`src/inc/iox_params.svh`:
```
// Offsets, field positions, reset values and clock counts of the port output unit
`ifndef IOX_PARAMS_SVH
`define IOX_PARAMS_SVH
`define IOX_OP_OUT_IMM_B 8'he6
`define IOX_OP_OUT_IMM_V 8'he7
`define IOX_OP_OUT_REG_B 8'hee
`define IOX_OP_OUT_REG_V 8'hef
`define IOX_OP_STR_B 8'h6e
`define IOX_OP_STR_V 8'h6f
`define IOX_CK_IMM_REAL 6'd16
`define IOX_CK_IMM_V86 6'd29
`define IOX_CK_IMM_PM_OK 6'd11
`define IOX_CK_IMM_PM_IO 6'd31
`define IOX_CK_REG_REAL 6'd16
`define IOX_CK_REG_V86 6'd29
`define IOX_CK_REG_PM_OK 6'd10
`define IOX_CK_REG_PM_IO 6'd30
`define IOX_CK_STR_REAL 6'd17
`define IOX_CK_STR_V86 6'd30
`define IOX_CK_STR_PM_OK 6'd10
`define IOX_CK_STR_PM_IO 6'd32
`define IOX_REAL_LIMIT 17'h0ffff
`define IOX_CPL_ALIGN 2'h3
`define IOX_OFS_CTRL 32'h0000_0000
`define IOX_OFS_STATUS 32'h0000_0004
`define IOX_OFS_MASK 32'h0000_0008
`define IOX_OFS_STATE 32'h0000_000c
`define IOX_CTRL_EN_BIT 0
`define IOX_CTRL_AC_BIT 1
`define IOX_CTRL_RESET 2'h1
`define IOX_MASK_RESET 6'h00
`endif

```
`src/inc/iox_pkg.sv`:
```
// Types of the port output unit
package iox_pkg;
   typedef enum logic [2:0] {IOX_IDLE, IOX_PERM, IOX_FETCH, IOX_OUT, IOX_HOLD} iox_state_t;
   typedef enum logic [2:0] {
      IOX_F_NONE, IOX_F_GP, IOX_F_SS, IOX_F_PF, IOX_F_AC, IOX_F_INT13
   } iox_fault_t;
   typedef struct packed {
      logic [7:0] opcode;
      logic [7:0] imm8;
      logic iteration_prefix;
      logic asz32;
      logic osz32;
   } iox_instr_t;
   typedef struct packed {
      logic pe;
      logic vm;
      logic [1:0] current_privilege_level;
      logic [1:0] io_privilege_level;
      logic df;
   } iox_mode_t;
   typedef struct packed {
      logic valid;
      logic [31:0] data;
      logic limit_err;
      logic stack_seg;
      logic page_err;
   } iox_mem_rsp_t;
   typedef struct packed {
      logic valid;
      logic [15:0] port;
      logic [31:0] data;
      logic [3:0] be;
   } iox_io_wr_t;
   typedef struct packed {
      logic int13;
      logic ac;
      logic pf;
      logic ss;
      logic gp;
      logic done;
   } iox_evt_t;
   typedef struct packed {
      logic psel;
      logic penable;
      logic pwrite;
      logic [31:0] paddr;
      logic [31:0] pwdata;
   } iox_apb_req_t;
   typedef struct packed {
      logic pready;
      logic pslverr;
      logic [31:0] prdata;
   } iox_apb_rsp_t;
   typedef struct packed {
      iox_state_t st;
      iox_instr_t ins;
      iox_mode_t md;
      logic [31:0] acc;
      logic [15:0] port;
      logic [31:0] idx;
      logic [31:0] cnt;
      logic [31:0] dat;
      logic [31:0] madr;
      logic [2:0] wid;
      logic [5:0] cyc;
      logic [5:0] tgt;
      logic perm_req;
      logic mem_req;
      iox_io_wr_t io;
      logic busy;
      logic done;
      iox_fault_t fault;
      iox_evt_t ev;
   } iox_core_t;
   typedef struct packed {
      logic [1:0] ctrl;
      logic [5:0] sts;
      logic [5:0] msk;
      iox_apb_rsp_t rsp;
      logic irq;
   } iox_regs_t;
endpackage : iox_pkg

```
`src/core/iox_apb_regs.sv`:
```
// APB register file with sticky event status, mask and interrupt
`timescale 1ns/1ps
`include "iox_params.svh"
module iox_apb_regs
   import iox_pkg::*;
(
   input logic clk,
   input logic rst,
   input iox_apb_req_t req,
   output iox_apb_rsp_t rsp,
   input iox_evt_t ev,
   input logic [7:0] info,
   output logic [1:0] ctrl,
   output logic irq
);
   iox_regs_t s;
   iox_regs_t n;
   logic wr;
   logic [5:0] clr;

   always_comb begin
      n = s;
      clr = 6'h00;
      n.rsp.pready = 1'b0;
      n.rsp.pslverr = 1'b0;
      n.rsp.prdata = 32'h0;
      // Answer is prepared in setup so the access phase never waits
      if (req.psel && !req.penable) begin
         n.rsp.pready = 1'b1;
         if (req.paddr == `IOX_OFS_CTRL) begin
            n.rsp.prdata = {30'h0, s.ctrl};
         end else if (req.paddr == `IOX_OFS_STATUS) begin
            n.rsp.prdata = {26'h0, s.sts};
         end else if (req.paddr == `IOX_OFS_MASK) begin
            n.rsp.prdata = {26'h0, s.msk};
         end else if (req.paddr == `IOX_OFS_STATE) begin
            n.rsp.prdata = {24'h0, info};
         end else begin
            n.rsp.pslverr = 1'b1;
         end
      end
      wr = req.psel && req.penable && s.rsp.pready && req.pwrite && !s.rsp.pslverr;
      if (wr) begin
         if (req.paddr == `IOX_OFS_CTRL) begin
            n.ctrl = req.pwdata[1:0];
         end else if (req.paddr == `IOX_OFS_STATUS) begin
            clr = req.pwdata[5:0];
         end else if (req.paddr == `IOX_OFS_MASK) begin
            n.msk = req.pwdata[5:0];
         end
      end
      // A new event beats a clear written in the same cycle
      n.sts = (s.sts & ~clr) | ev;
      n.irq = |(n.sts & n.msk);
   end

   always_ff @(posedge clk) begin
      if (rst) begin
         s <= '0;
         s.ctrl <= `IOX_CTRL_RESET;
         s.msk <= `IOX_MASK_RESET;
      end else begin
         s <= n;
      end
   end

   assign rsp = s.rsp;
   assign ctrl = s.ctrl;
   assign irq = s.irq;
endmodule : iox_apb_regs

```
`src/core/iox_out_exec.sv`:
```
// Execution unit for the port output and string port output instructions
`timescale 1ns/1ps
`include "iox_params.svh"
module iox_out_exec
   import iox_pkg::*;
(
   input logic clk,
   input logic rst,
   input logic issue,
   input iox_instr_t instr,
   input iox_mode_t mode,
   input logic [31:0] accum,
   input logic [15:0] port_reg,
   input logic [31:0] src_idx_in,
   input logic [31:0] count_in,
   input logic perm_valid,
   input logic [3:0] perm_bits,
   output logic perm_req,
   output logic [15:0] perm_port,
   output logic [2:0] perm_len,
   output logic mem_req,
   output logic [31:0] mem_addr,
   output logic [2:0] mem_len,
   input iox_mem_rsp_t mem_rsp,
   output iox_io_wr_t io_wr,
   output logic busy,
   output logic done,
   output iox_fault_t fault,
   output logic [31:0] src_idx_out,
   output logic [31:0] count_out,
   input iox_apb_req_t apb_req,
   output iox_apb_rsp_t apb_rsp,
   output logic irq
);
   iox_core_t s;
   iox_core_t n;
   logic [1:0] ctrl;
   logic str;
   logic accept;
   logic real_ovf;
   logic misaligned;
   logic [31:0] sa;
   iox_fault_t fk;
   logic [31:0] stp;

   function automatic logic f_is_str(input logic [7:0] op);
      return op == `IOX_OP_STR_B || op == `IOX_OP_STR_V;
   endfunction : f_is_str

   function automatic logic f_is_imm(input logic [7:0] op);
      return op == `IOX_OP_OUT_IMM_B || op == `IOX_OP_OUT_IMM_V;
   endfunction : f_is_imm

   function automatic logic f_valid(input logic [7:0] op);
      return f_is_str(op) || f_is_imm(op) || op == `IOX_OP_OUT_REG_B
         || op == `IOX_OP_OUT_REG_V;
   endfunction : f_valid

   // Even opcode is the byte form; the odd one follows the operand size
   function automatic logic [2:0] f_width(input iox_instr_t i);
      if (!i.opcode[0]) begin
         return 3'd1;
      end
      return i.osz32 ? 3'd4 : 3'd2;
   endfunction : f_width

   function automatic logic [3:0] f_lanes(input logic [2:0] w);
      if (w == 3'd1) begin
         return 4'h1;
      end else if (w == 3'd2) begin
         return 4'h3;
      end
      return 4'hf;
   endfunction : f_lanes

   function automatic logic [31:0] f_data(input logic [31:0] d, input logic [2:0] w);
      if (w == 3'd1) begin
         return {24'h0, d[7:0]};
      end else if (w == 3'd2) begin
         return {16'h0, d[15:0]};
      end
      return d;
   endfunction : f_data

   function automatic logic [31:0] f_step(input logic [2:0] w, input logic df);
      return df ? 32'h0 - {29'h0, w} : {29'h0, w};
   endfunction : f_step

   function automatic logic f_need_perm(input iox_mode_t m);
      return m.pe && (m.vm || m.current_privilege_level > m.io_privilege_level);
   endfunction : f_need_perm

   function automatic logic [5:0] f_clocks(input iox_instr_t i, input iox_mode_t m);
      logic [1:0] k;
      logic [5:0] c;
      if (!m.pe) begin
         k = 2'd0;
      end else if (m.vm) begin
         k = 2'd1;
      end else if (m.current_privilege_level <= m.io_privilege_level) begin
         k = 2'd2;
      end else begin
         k = 2'd3;
      end
      if (f_is_str(i.opcode)) begin
         case (k)
            2'd0: c = `IOX_CK_STR_REAL;
            2'd1: c = `IOX_CK_STR_V86;
            2'd2: c = `IOX_CK_STR_PM_OK;
            default: c = `IOX_CK_STR_PM_IO;
         endcase
      end else if (f_is_imm(i.opcode)) begin
         case (k)
            2'd0: c = `IOX_CK_IMM_REAL;
            2'd1: c = `IOX_CK_IMM_V86;
            2'd2: c = `IOX_CK_IMM_PM_OK;
            default: c = `IOX_CK_IMM_PM_IO;
         endcase
      end else begin
         case (k)
            2'd0: c = `IOX_CK_REG_REAL;
            2'd1: c = `IOX_CK_REG_V86;
            2'd2: c = `IOX_CK_REG_PM_OK;
            default: c = `IOX_CK_REG_PM_IO;
         endcase
      end
      return c;
   endfunction : f_clocks

   iox_apb_regs u_regs (
      .clk(clk),
      .rst(rst),
      .req(apb_req),
      .rsp(apb_rsp),
      .ev(s.ev),
      .info({4'h0, s.busy, s.st}),
      .ctrl(ctrl),
      .irq(irq)
   );

   assign str = f_is_str(s.ins.opcode);
   // Sized synonyms share the two string opcodes, so one decode serves all
   assign accept = (s.st == IOX_IDLE) && issue && ctrl[`IOX_CTRL_EN_BIT]
      && f_valid(instr.opcode);
   assign sa = s.ins.asz32 ? s.idx : {16'h0, s.idx[15:0]};
   assign real_ovf = ({1'b0, s.idx[15:0]} + {14'h0, s.wid} - 17'h1) > `IOX_REAL_LIMIT;
   assign misaligned = |(sa[1:0] & (s.wid[1:0] - 2'd1));
   assign stp = f_step(s.wid, s.md.df);

   always_comb begin
      n = s;
      fk = IOX_F_NONE;
      n.io.valid = 1'b0;
      n.done = 1'b0;
      n.fault = IOX_F_NONE;
      n.ev = '0;
      if (s.busy && s.cyc != 6'h3f) begin
         n.cyc = s.cyc + 6'd1;
      end
      case (s.st)
         IOX_IDLE: begin
            if (accept) begin
               n.ins = instr;
               n.md = mode;
               n.acc = accum;
               n.port = f_is_imm(instr.opcode) ? {8'h00, instr.imm8} : port_reg;
               n.idx = src_idx_in;
               n.cnt = count_in;
               n.wid = f_width(instr);
               n.tgt = f_clocks(instr, mode);
               n.cyc = 6'd1;
               n.busy = 1'b1;
               if (f_is_str(instr.opcode) && instr.iteration_prefix && count_in == 32'h0) begin
                  n.busy = 1'b0;
                  n.done = 1'b1;
                  n.ev.done = 1'b1;
               end else if (f_need_perm(mode)) begin
                  n.st = IOX_PERM;
                  n.perm_req = 1'b1;
               end else if (f_is_str(instr.opcode)) begin
                  n.st = IOX_FETCH;
               end else begin
                  n.st = IOX_OUT;
               end
            end
         end
         IOX_PERM: begin
            if (perm_valid) begin
               n.perm_req = 1'b0;
               if (|(perm_bits & f_lanes(s.wid))) begin
                  fk = IOX_F_GP;
               end else begin
                  n.st = str ? IOX_FETCH : IOX_OUT;
               end
            end
         end
         IOX_FETCH: begin
            if (!s.mem_req) begin
               if ((!s.md.pe || s.md.vm) && !s.ins.asz32 && real_ovf) begin
                  fk = IOX_F_INT13;
               end else if (s.md.pe && s.md.current_privilege_level == `IOX_CPL_ALIGN && misaligned
                  && ctrl[`IOX_CTRL_AC_BIT]) begin
                  fk = IOX_F_AC;
               end else begin
                  n.mem_req = 1'b1;
                  n.madr = sa;
               end
            end else if (mem_rsp.valid) begin
               n.mem_req = 1'b0;
               if (mem_rsp.page_err) begin
                  fk = IOX_F_PF;
               end else if (mem_rsp.limit_err) begin
                  if (!s.md.pe || s.md.vm) begin
                     fk = IOX_F_INT13;
                  end else begin
                     fk = mem_rsp.stack_seg ? IOX_F_SS : IOX_F_GP;
                  end
               end else begin
                  n.dat = mem_rsp.data;
                  n.st = IOX_OUT;
               end
            end
         end
         IOX_OUT: begin
            // One write per element; the flag state is never touched here
            n.io.valid = 1'b1;
            n.io.port = s.port;
            n.io.data = f_data(str ? s.dat : s.acc, s.wid);
            n.io.be = f_lanes(s.wid);
            if (str) begin
               if (s.ins.asz32) begin
                  n.idx = s.idx + stp;
               end else begin
                  n.idx[15:0] = s.idx[15:0] + stp[15:0];
               end
            end
            n.st = IOX_HOLD;
         end
         IOX_HOLD: begin
            // Pad each element out to its fixed clock count
            if (s.cyc >= s.tgt - 6'd1) begin
               if (str && s.ins.iteration_prefix && s.cnt != 32'h1) begin
                  n.cnt = s.cnt - 32'h1;
                  n.cyc = 6'd0;
                  n.perm_req = f_need_perm(s.md);
                  n.st = f_need_perm(s.md) ? IOX_PERM : IOX_FETCH;
               end else begin
                  if (str && s.ins.iteration_prefix) begin
                     n.cnt = s.cnt - 32'h1;
                  end
                  n.done = 1'b1;
                  n.ev.done = 1'b1;
                  n.busy = 1'b0;
                  n.st = IOX_IDLE;
               end
            end
         end
         default: begin
            n.st = IOX_IDLE;
         end
      endcase
      // A fault leaves index and count at the last completed element
      if (fk != IOX_F_NONE) begin
         n.fault = fk;
         n.busy = 1'b0;
         n.perm_req = 1'b0;
         n.mem_req = 1'b0;
         n.st = IOX_IDLE;
         n.ev.gp = (fk == IOX_F_GP);
         n.ev.ss = (fk == IOX_F_SS);
         n.ev.pf = (fk == IOX_F_PF);
         n.ev.ac = (fk == IOX_F_AC);
         n.ev.int13 = (fk == IOX_F_INT13);
      end
   end

   always_ff @(posedge clk) begin
      if (rst) begin
         s <= '0;
      end else begin
         s <= n;
      end
   end

   assign perm_req = s.perm_req;
   assign perm_port = s.port;
   assign perm_len = s.wid;
   assign mem_req = s.mem_req;
   assign mem_addr = s.madr;
   assign mem_len = s.wid;
   assign io_wr = s.io;
   assign busy = s.busy;
   assign done = s.done;
   assign fault = s.fault;
   assign src_idx_out = s.idx;
   assign count_out = s.cnt;

   // Cycle count since the instruction was taken, read only by the checks
   logic [7:0] el_r;
   always_ff @(posedge clk) begin
      if (rst) begin
         el_r <= 8'h0;
      end else if (accept) begin
         el_r <= 8'h1;
      end else if (s.busy) begin
         el_r <= el_r + 8'h1;
      end
   end
endmodule : iox_out_exec

```
`config.mk`:
```
export PLATFORM = sky130hd
export DESIGN_NAME = iox_out_exec
export DESIGN_NICKNAME = d
export VERILOG_FILES = /design/src/inc/iox_pkg.sv /design/src/core/iox_apb_regs.sv /design/src/core/iox_out_exec.sv
export VERILOG_INCLUDE_DIRS = /design/src /design/src/inc
export SDC_FILE = /design/constraint.sdc
export NUM_CORES = 1
export LEC_CHECK = 0
export ABC_AREA = 1
export BUFFER_PORTS_ARGS = -buffer_cell sky130_fd_sc_hd__buf_2
export CAP_MARGIN = 10
export CORE_UTILIZATION = 45
export DETAILED_ROUTE_END_ITERATION = 10
export PLACE_DENSITY = 0.76
export SLEW_MARGIN = 5
export SYNTH_ARGS = -nofsm -noshare
export SYNTH_HDL_FRONTEND = slang
export SYNTH_HIERARCHICAL = 1
export SYNTH_SLANG_ARGS = --single-unit
```
`constraint.sdc`:
```
create_clock -name clk -period 4.3 [get_ports clk]
set_clock_uncertainty 0.2 [all_clocks]
set_input_delay 0.645 -clock clk [delete_from_list [all_inputs] [get_ports clk]]
set_output_delay 0.645 -clock clk [all_outputs]
set_load 0.02 [all_outputs]
```
==> results.md <==
* Synth cell types at 50
* Commonest cells after routing, fill and taps aside: 422 x nand2_1, 410 x buf_2, 315 x nor2_1, 300 x dfxtp_1, 285 x a21oi_1
* Synth Instances at ~2.6k
* Pint at about 5.6 mW
* Hold_sp: mem_rsp[22]
* Reg2Reg Depth at 18
* Final hold slack at between 0.1 and 0.15 ns
* DR vias/cell at between 5 and 6
* Largest net degree at the start of global routing at a little over 100
* WHS Path Cells at 3
* RSZ-0062 raised after global routing: no
* Routed wire length at approximately 55 mm
* Min Tclk post-route at ~3.5 ns
* Yosys reg bits at 300
* Clock-pin slew on the worst setup and hold paths at 0.06 ns
* Post-Syn Area per Cell at slightly below 7 um2
* GR Overflow Total at 0
* Most common library cell in the layout ignoring fill and taps: nand2_1
* Worst slew pin tran at between 1 and 1.5 ns
* # nets final at between 3k and 4k
* Slew headroom at 29.80%
* Clk buf depth at 3
* Switching fraction of total power at a little under two fifths
* Total CTS buffers at 36
* Worst flop-to-flop path startpoint: mem_len[0]
* # setup viols final at 0
* Setup TNS at 0 ns
* Number of synthesized flops with an enable pin at 0
* Synth Flop Type: dfxtp_1
* DRC violations left at 0
* Die Wd at 200.5 um
* Total GRT Usage at 26.37%
* Hpwl dp at between 40 and 50 mm
* Core Rows at 72
* Flop pwr share at a little over a third
* Post_cts resized at 0
* Layout area overhead at 11.71%
* Initial antenna violation count at 4
* Worst reg-to-reg setup slack at 0.79 ns
* Register area share after synthesis at between 30% and 40%
* Layout cells sized above 1 at approximately 20%
* Starting Density at 45.75%
* R2r endpoint: src_idx_out[30]
* Final ANT Viol Nets at 0
* Final Cycle Share at about four fifths
* CP endpoint kind: flip-flop
* Port bufs at between 400 and 500
* Die Footprint at 0.04018 mm2
* Crit path max fanout at 6
* Worst-Skew Late Latency at roughly 0.56 ns
* Data required, critical path at between 4 and 5 ns
* Routed len/inst at around 17 um
* Peak Freq at ~0.29 GHz
* Via count at between 15k and 20k
* Vias in the first global route at between 15k and 20k
* Placer Congestion at between 1 and 1.5
* Post-synth ARST share at 0%
* NetSw at between 3 and 4 mW
* Status: finished, final reports clean
* Max-Cap Viols at 0
* Count of warnings emitted by yosys at 6
* First-pass GRT wire length at between 80 and 90 mm
* Sink Count at 300
* Combinational power share at between 30% and 40%
* H-tree levels at 2
* Peak VDD IR at slightly below 0.3 mV
* Die height at 200.5 um
* Hold endpoint: s[132]
* Final hold vios at 0
* Worst EP arrival at 3.70 ns
* DR pass1 iterations at 6
* CP Launch Type: flip-flop
* Slew Viols, Final at 0
* Root Buffer: clkbuf_16
* Lkg Pwr at 9.460 nW
* Mapped Area at ~0.018 mm2
* IO Count at approximately 460
* Crit Path Category: reg2reg
* Setup bufs post-CTS at 0
* Clock Power Share at ~33%
* Hold buffer count at cts at 0
* CTS tree: yes
* Power per cell area at roughly 450 mW/mm2
* HP Class: in2reg
* Core area at just under 0.04 mm2
* Iteration-0 DRC count of the detailed router at ~1.2k
==> state kept, by name, summed over array words and instances (netlist names) <==
| register | count |
|---|---|
| done | 1 |
| mem_len | 3 |
| count_out | 32 |
| src_idx_out | 32 |
| mem_addr | 32 |
| u_regs/ctrl | 2 |
| perm_req | 1 |
| mem_req | 1 |
| io_wr | 52 |
| s | 101 |
| u_regs/s | 12 |
| u_regs/irq | 1 |
| fault | 3 |
| busy | 1 |
| perm_port | 16 |
| u_regs/rsp | 10 |
==> logic make-up after synthesis <==
kind of cell	count (synthesis)	synth area share [%]
buffers and inverters	592	17.42
AND/OR/NAND/NOR	968	23.30
other	2	0.04237
XOR/XNOR	34	1.680
adder cells (fa/ha/maj)	71	5.055
flip-flops	300	33.89
AO/OA/AOI/OAI	614	18.56
multiplexers	1	0.05648
==> power groups by stage <==
stage          sequential (mW)  clock, mW  combinational, mW
6_report                  3.26       2.97               2.73
5_1_grt                   3.29       3.14               3.07
4_1_cts                   3.26       3.04               2.73
3_5_place_dp              3.32          0               2.71
3_3_place_gp              3.31          0               2.66
2_1_floorplan             3.21          0               2.22
==> metrics by stage <==
stage                     total power, mW  utilization [%]  cell area (um2)  instances  worst slack (ns)
after floorplan                     5.434                -            17820       2608            0.5598
after global placement              5.967            48.15            18650       3242            0.9253
after detailed placement            6.031            48.15            18650       3242            0.8804
after CTS                           9.023            51.10            19800       3306            0.8531
after global routing                9.503            51.11            19800       3307            0.4971
final                               8.965            51.11            19800       3307            0.7948
==> worst max path at each step <==
stage                     cells past startpoint  slack (ns)        from              end
after floorplan                              12        0.56  mem_len[0]  src_idx_out[10]
after global placement                       18        0.93  mem_len[0]  src_idx_out[30]
after detailed placement                     18        0.88  mem_len[0]  src_idx_out[30]
after CTS                                    18        0.85  mem_len[0]  src_idx_out[30]
after global routing                         18        0.50  mem_len[0]  src_idx_out[30]
final                                        18        0.79  mem_len[0]  src_idx_out[30]
==> cell usage after synthesis (7+ instances only) <==
cell	number	area, um2
nand2_1	422	1584
nor2_1	315	1182
dfxtp_1	300	6006
a21oi_1	285	1426
inv_1	269	1010
o21ai_0	237	1186
buf_4	211	1584
nand3_1	120	600.6
ha_1	70	875.8
clkbuf_1	63	236.5
o211ai_1	30	225.2
buf_2	29	145.1
nand4_1	28	175.2
xor2_1	24	210.2
nor3_1	20	100.1
nand2_2	12	75.07
a31oi_1	10	62.56
xnor2_1	10	87.58
inv_2	9	33.78
nor2_4	9	101.4
nor4_1	8	50.05
a21oi_2	7	61.31
a221oi_1	7	61.31
nor2_2	7	43.79
or2_2	7	43.79
==> final cells by class <==
| type | count | area (um2) |
|---|---|---|
| clock buffer | 50 | 1003 |
| clock inverter | 14 | 142.6 |
| multi-input combinational | 1716 | 8743 |
| inverter | 280 | 1054 |
| antenna | 1 | 2.502 |
| tap | 518 | 648.1 |
| timing repair buffer | 428 | 2200 |
| sequential | 300 | 6006 |
| fill | 3890 | 18940 |
==> metal layers <==
metal / global-route usage, % / wire length, um / share of wire (%) / up-vias
met3: 5.877 / 4371 / 8.0 / 139
met5: 0 / 21 / 0.038 / -
li1: - / - / - / 8561
met4: 12.81 / 2207 / 4.0 / 4
met2: 45.30 / 26340 / 48 / 697
met1: 31.01 / 21980 / 40 / 8069
==> worst max-delay path, cell delays in order, from the launching register on <==
cell and delay [ns]:
dfxtp_1 0.46, inv_1 0.19, ha_1 0.34, nand2_1 0.05, o21ai_0 0.13, inv_1 0.11
fa_1 0.39, inv_1 0.09, nand3_1 0.07, nand2_1 0.14, inv_1 0.06, o21ai_0 0.33
nand2_1 0.09, nand3_1 0.21, nand2_1 0.17, nand3_1 0.11, nand3_1 0.08, nand2_1 0.07
a21oi_1 0.05
(Power assumes the default switching activity.)
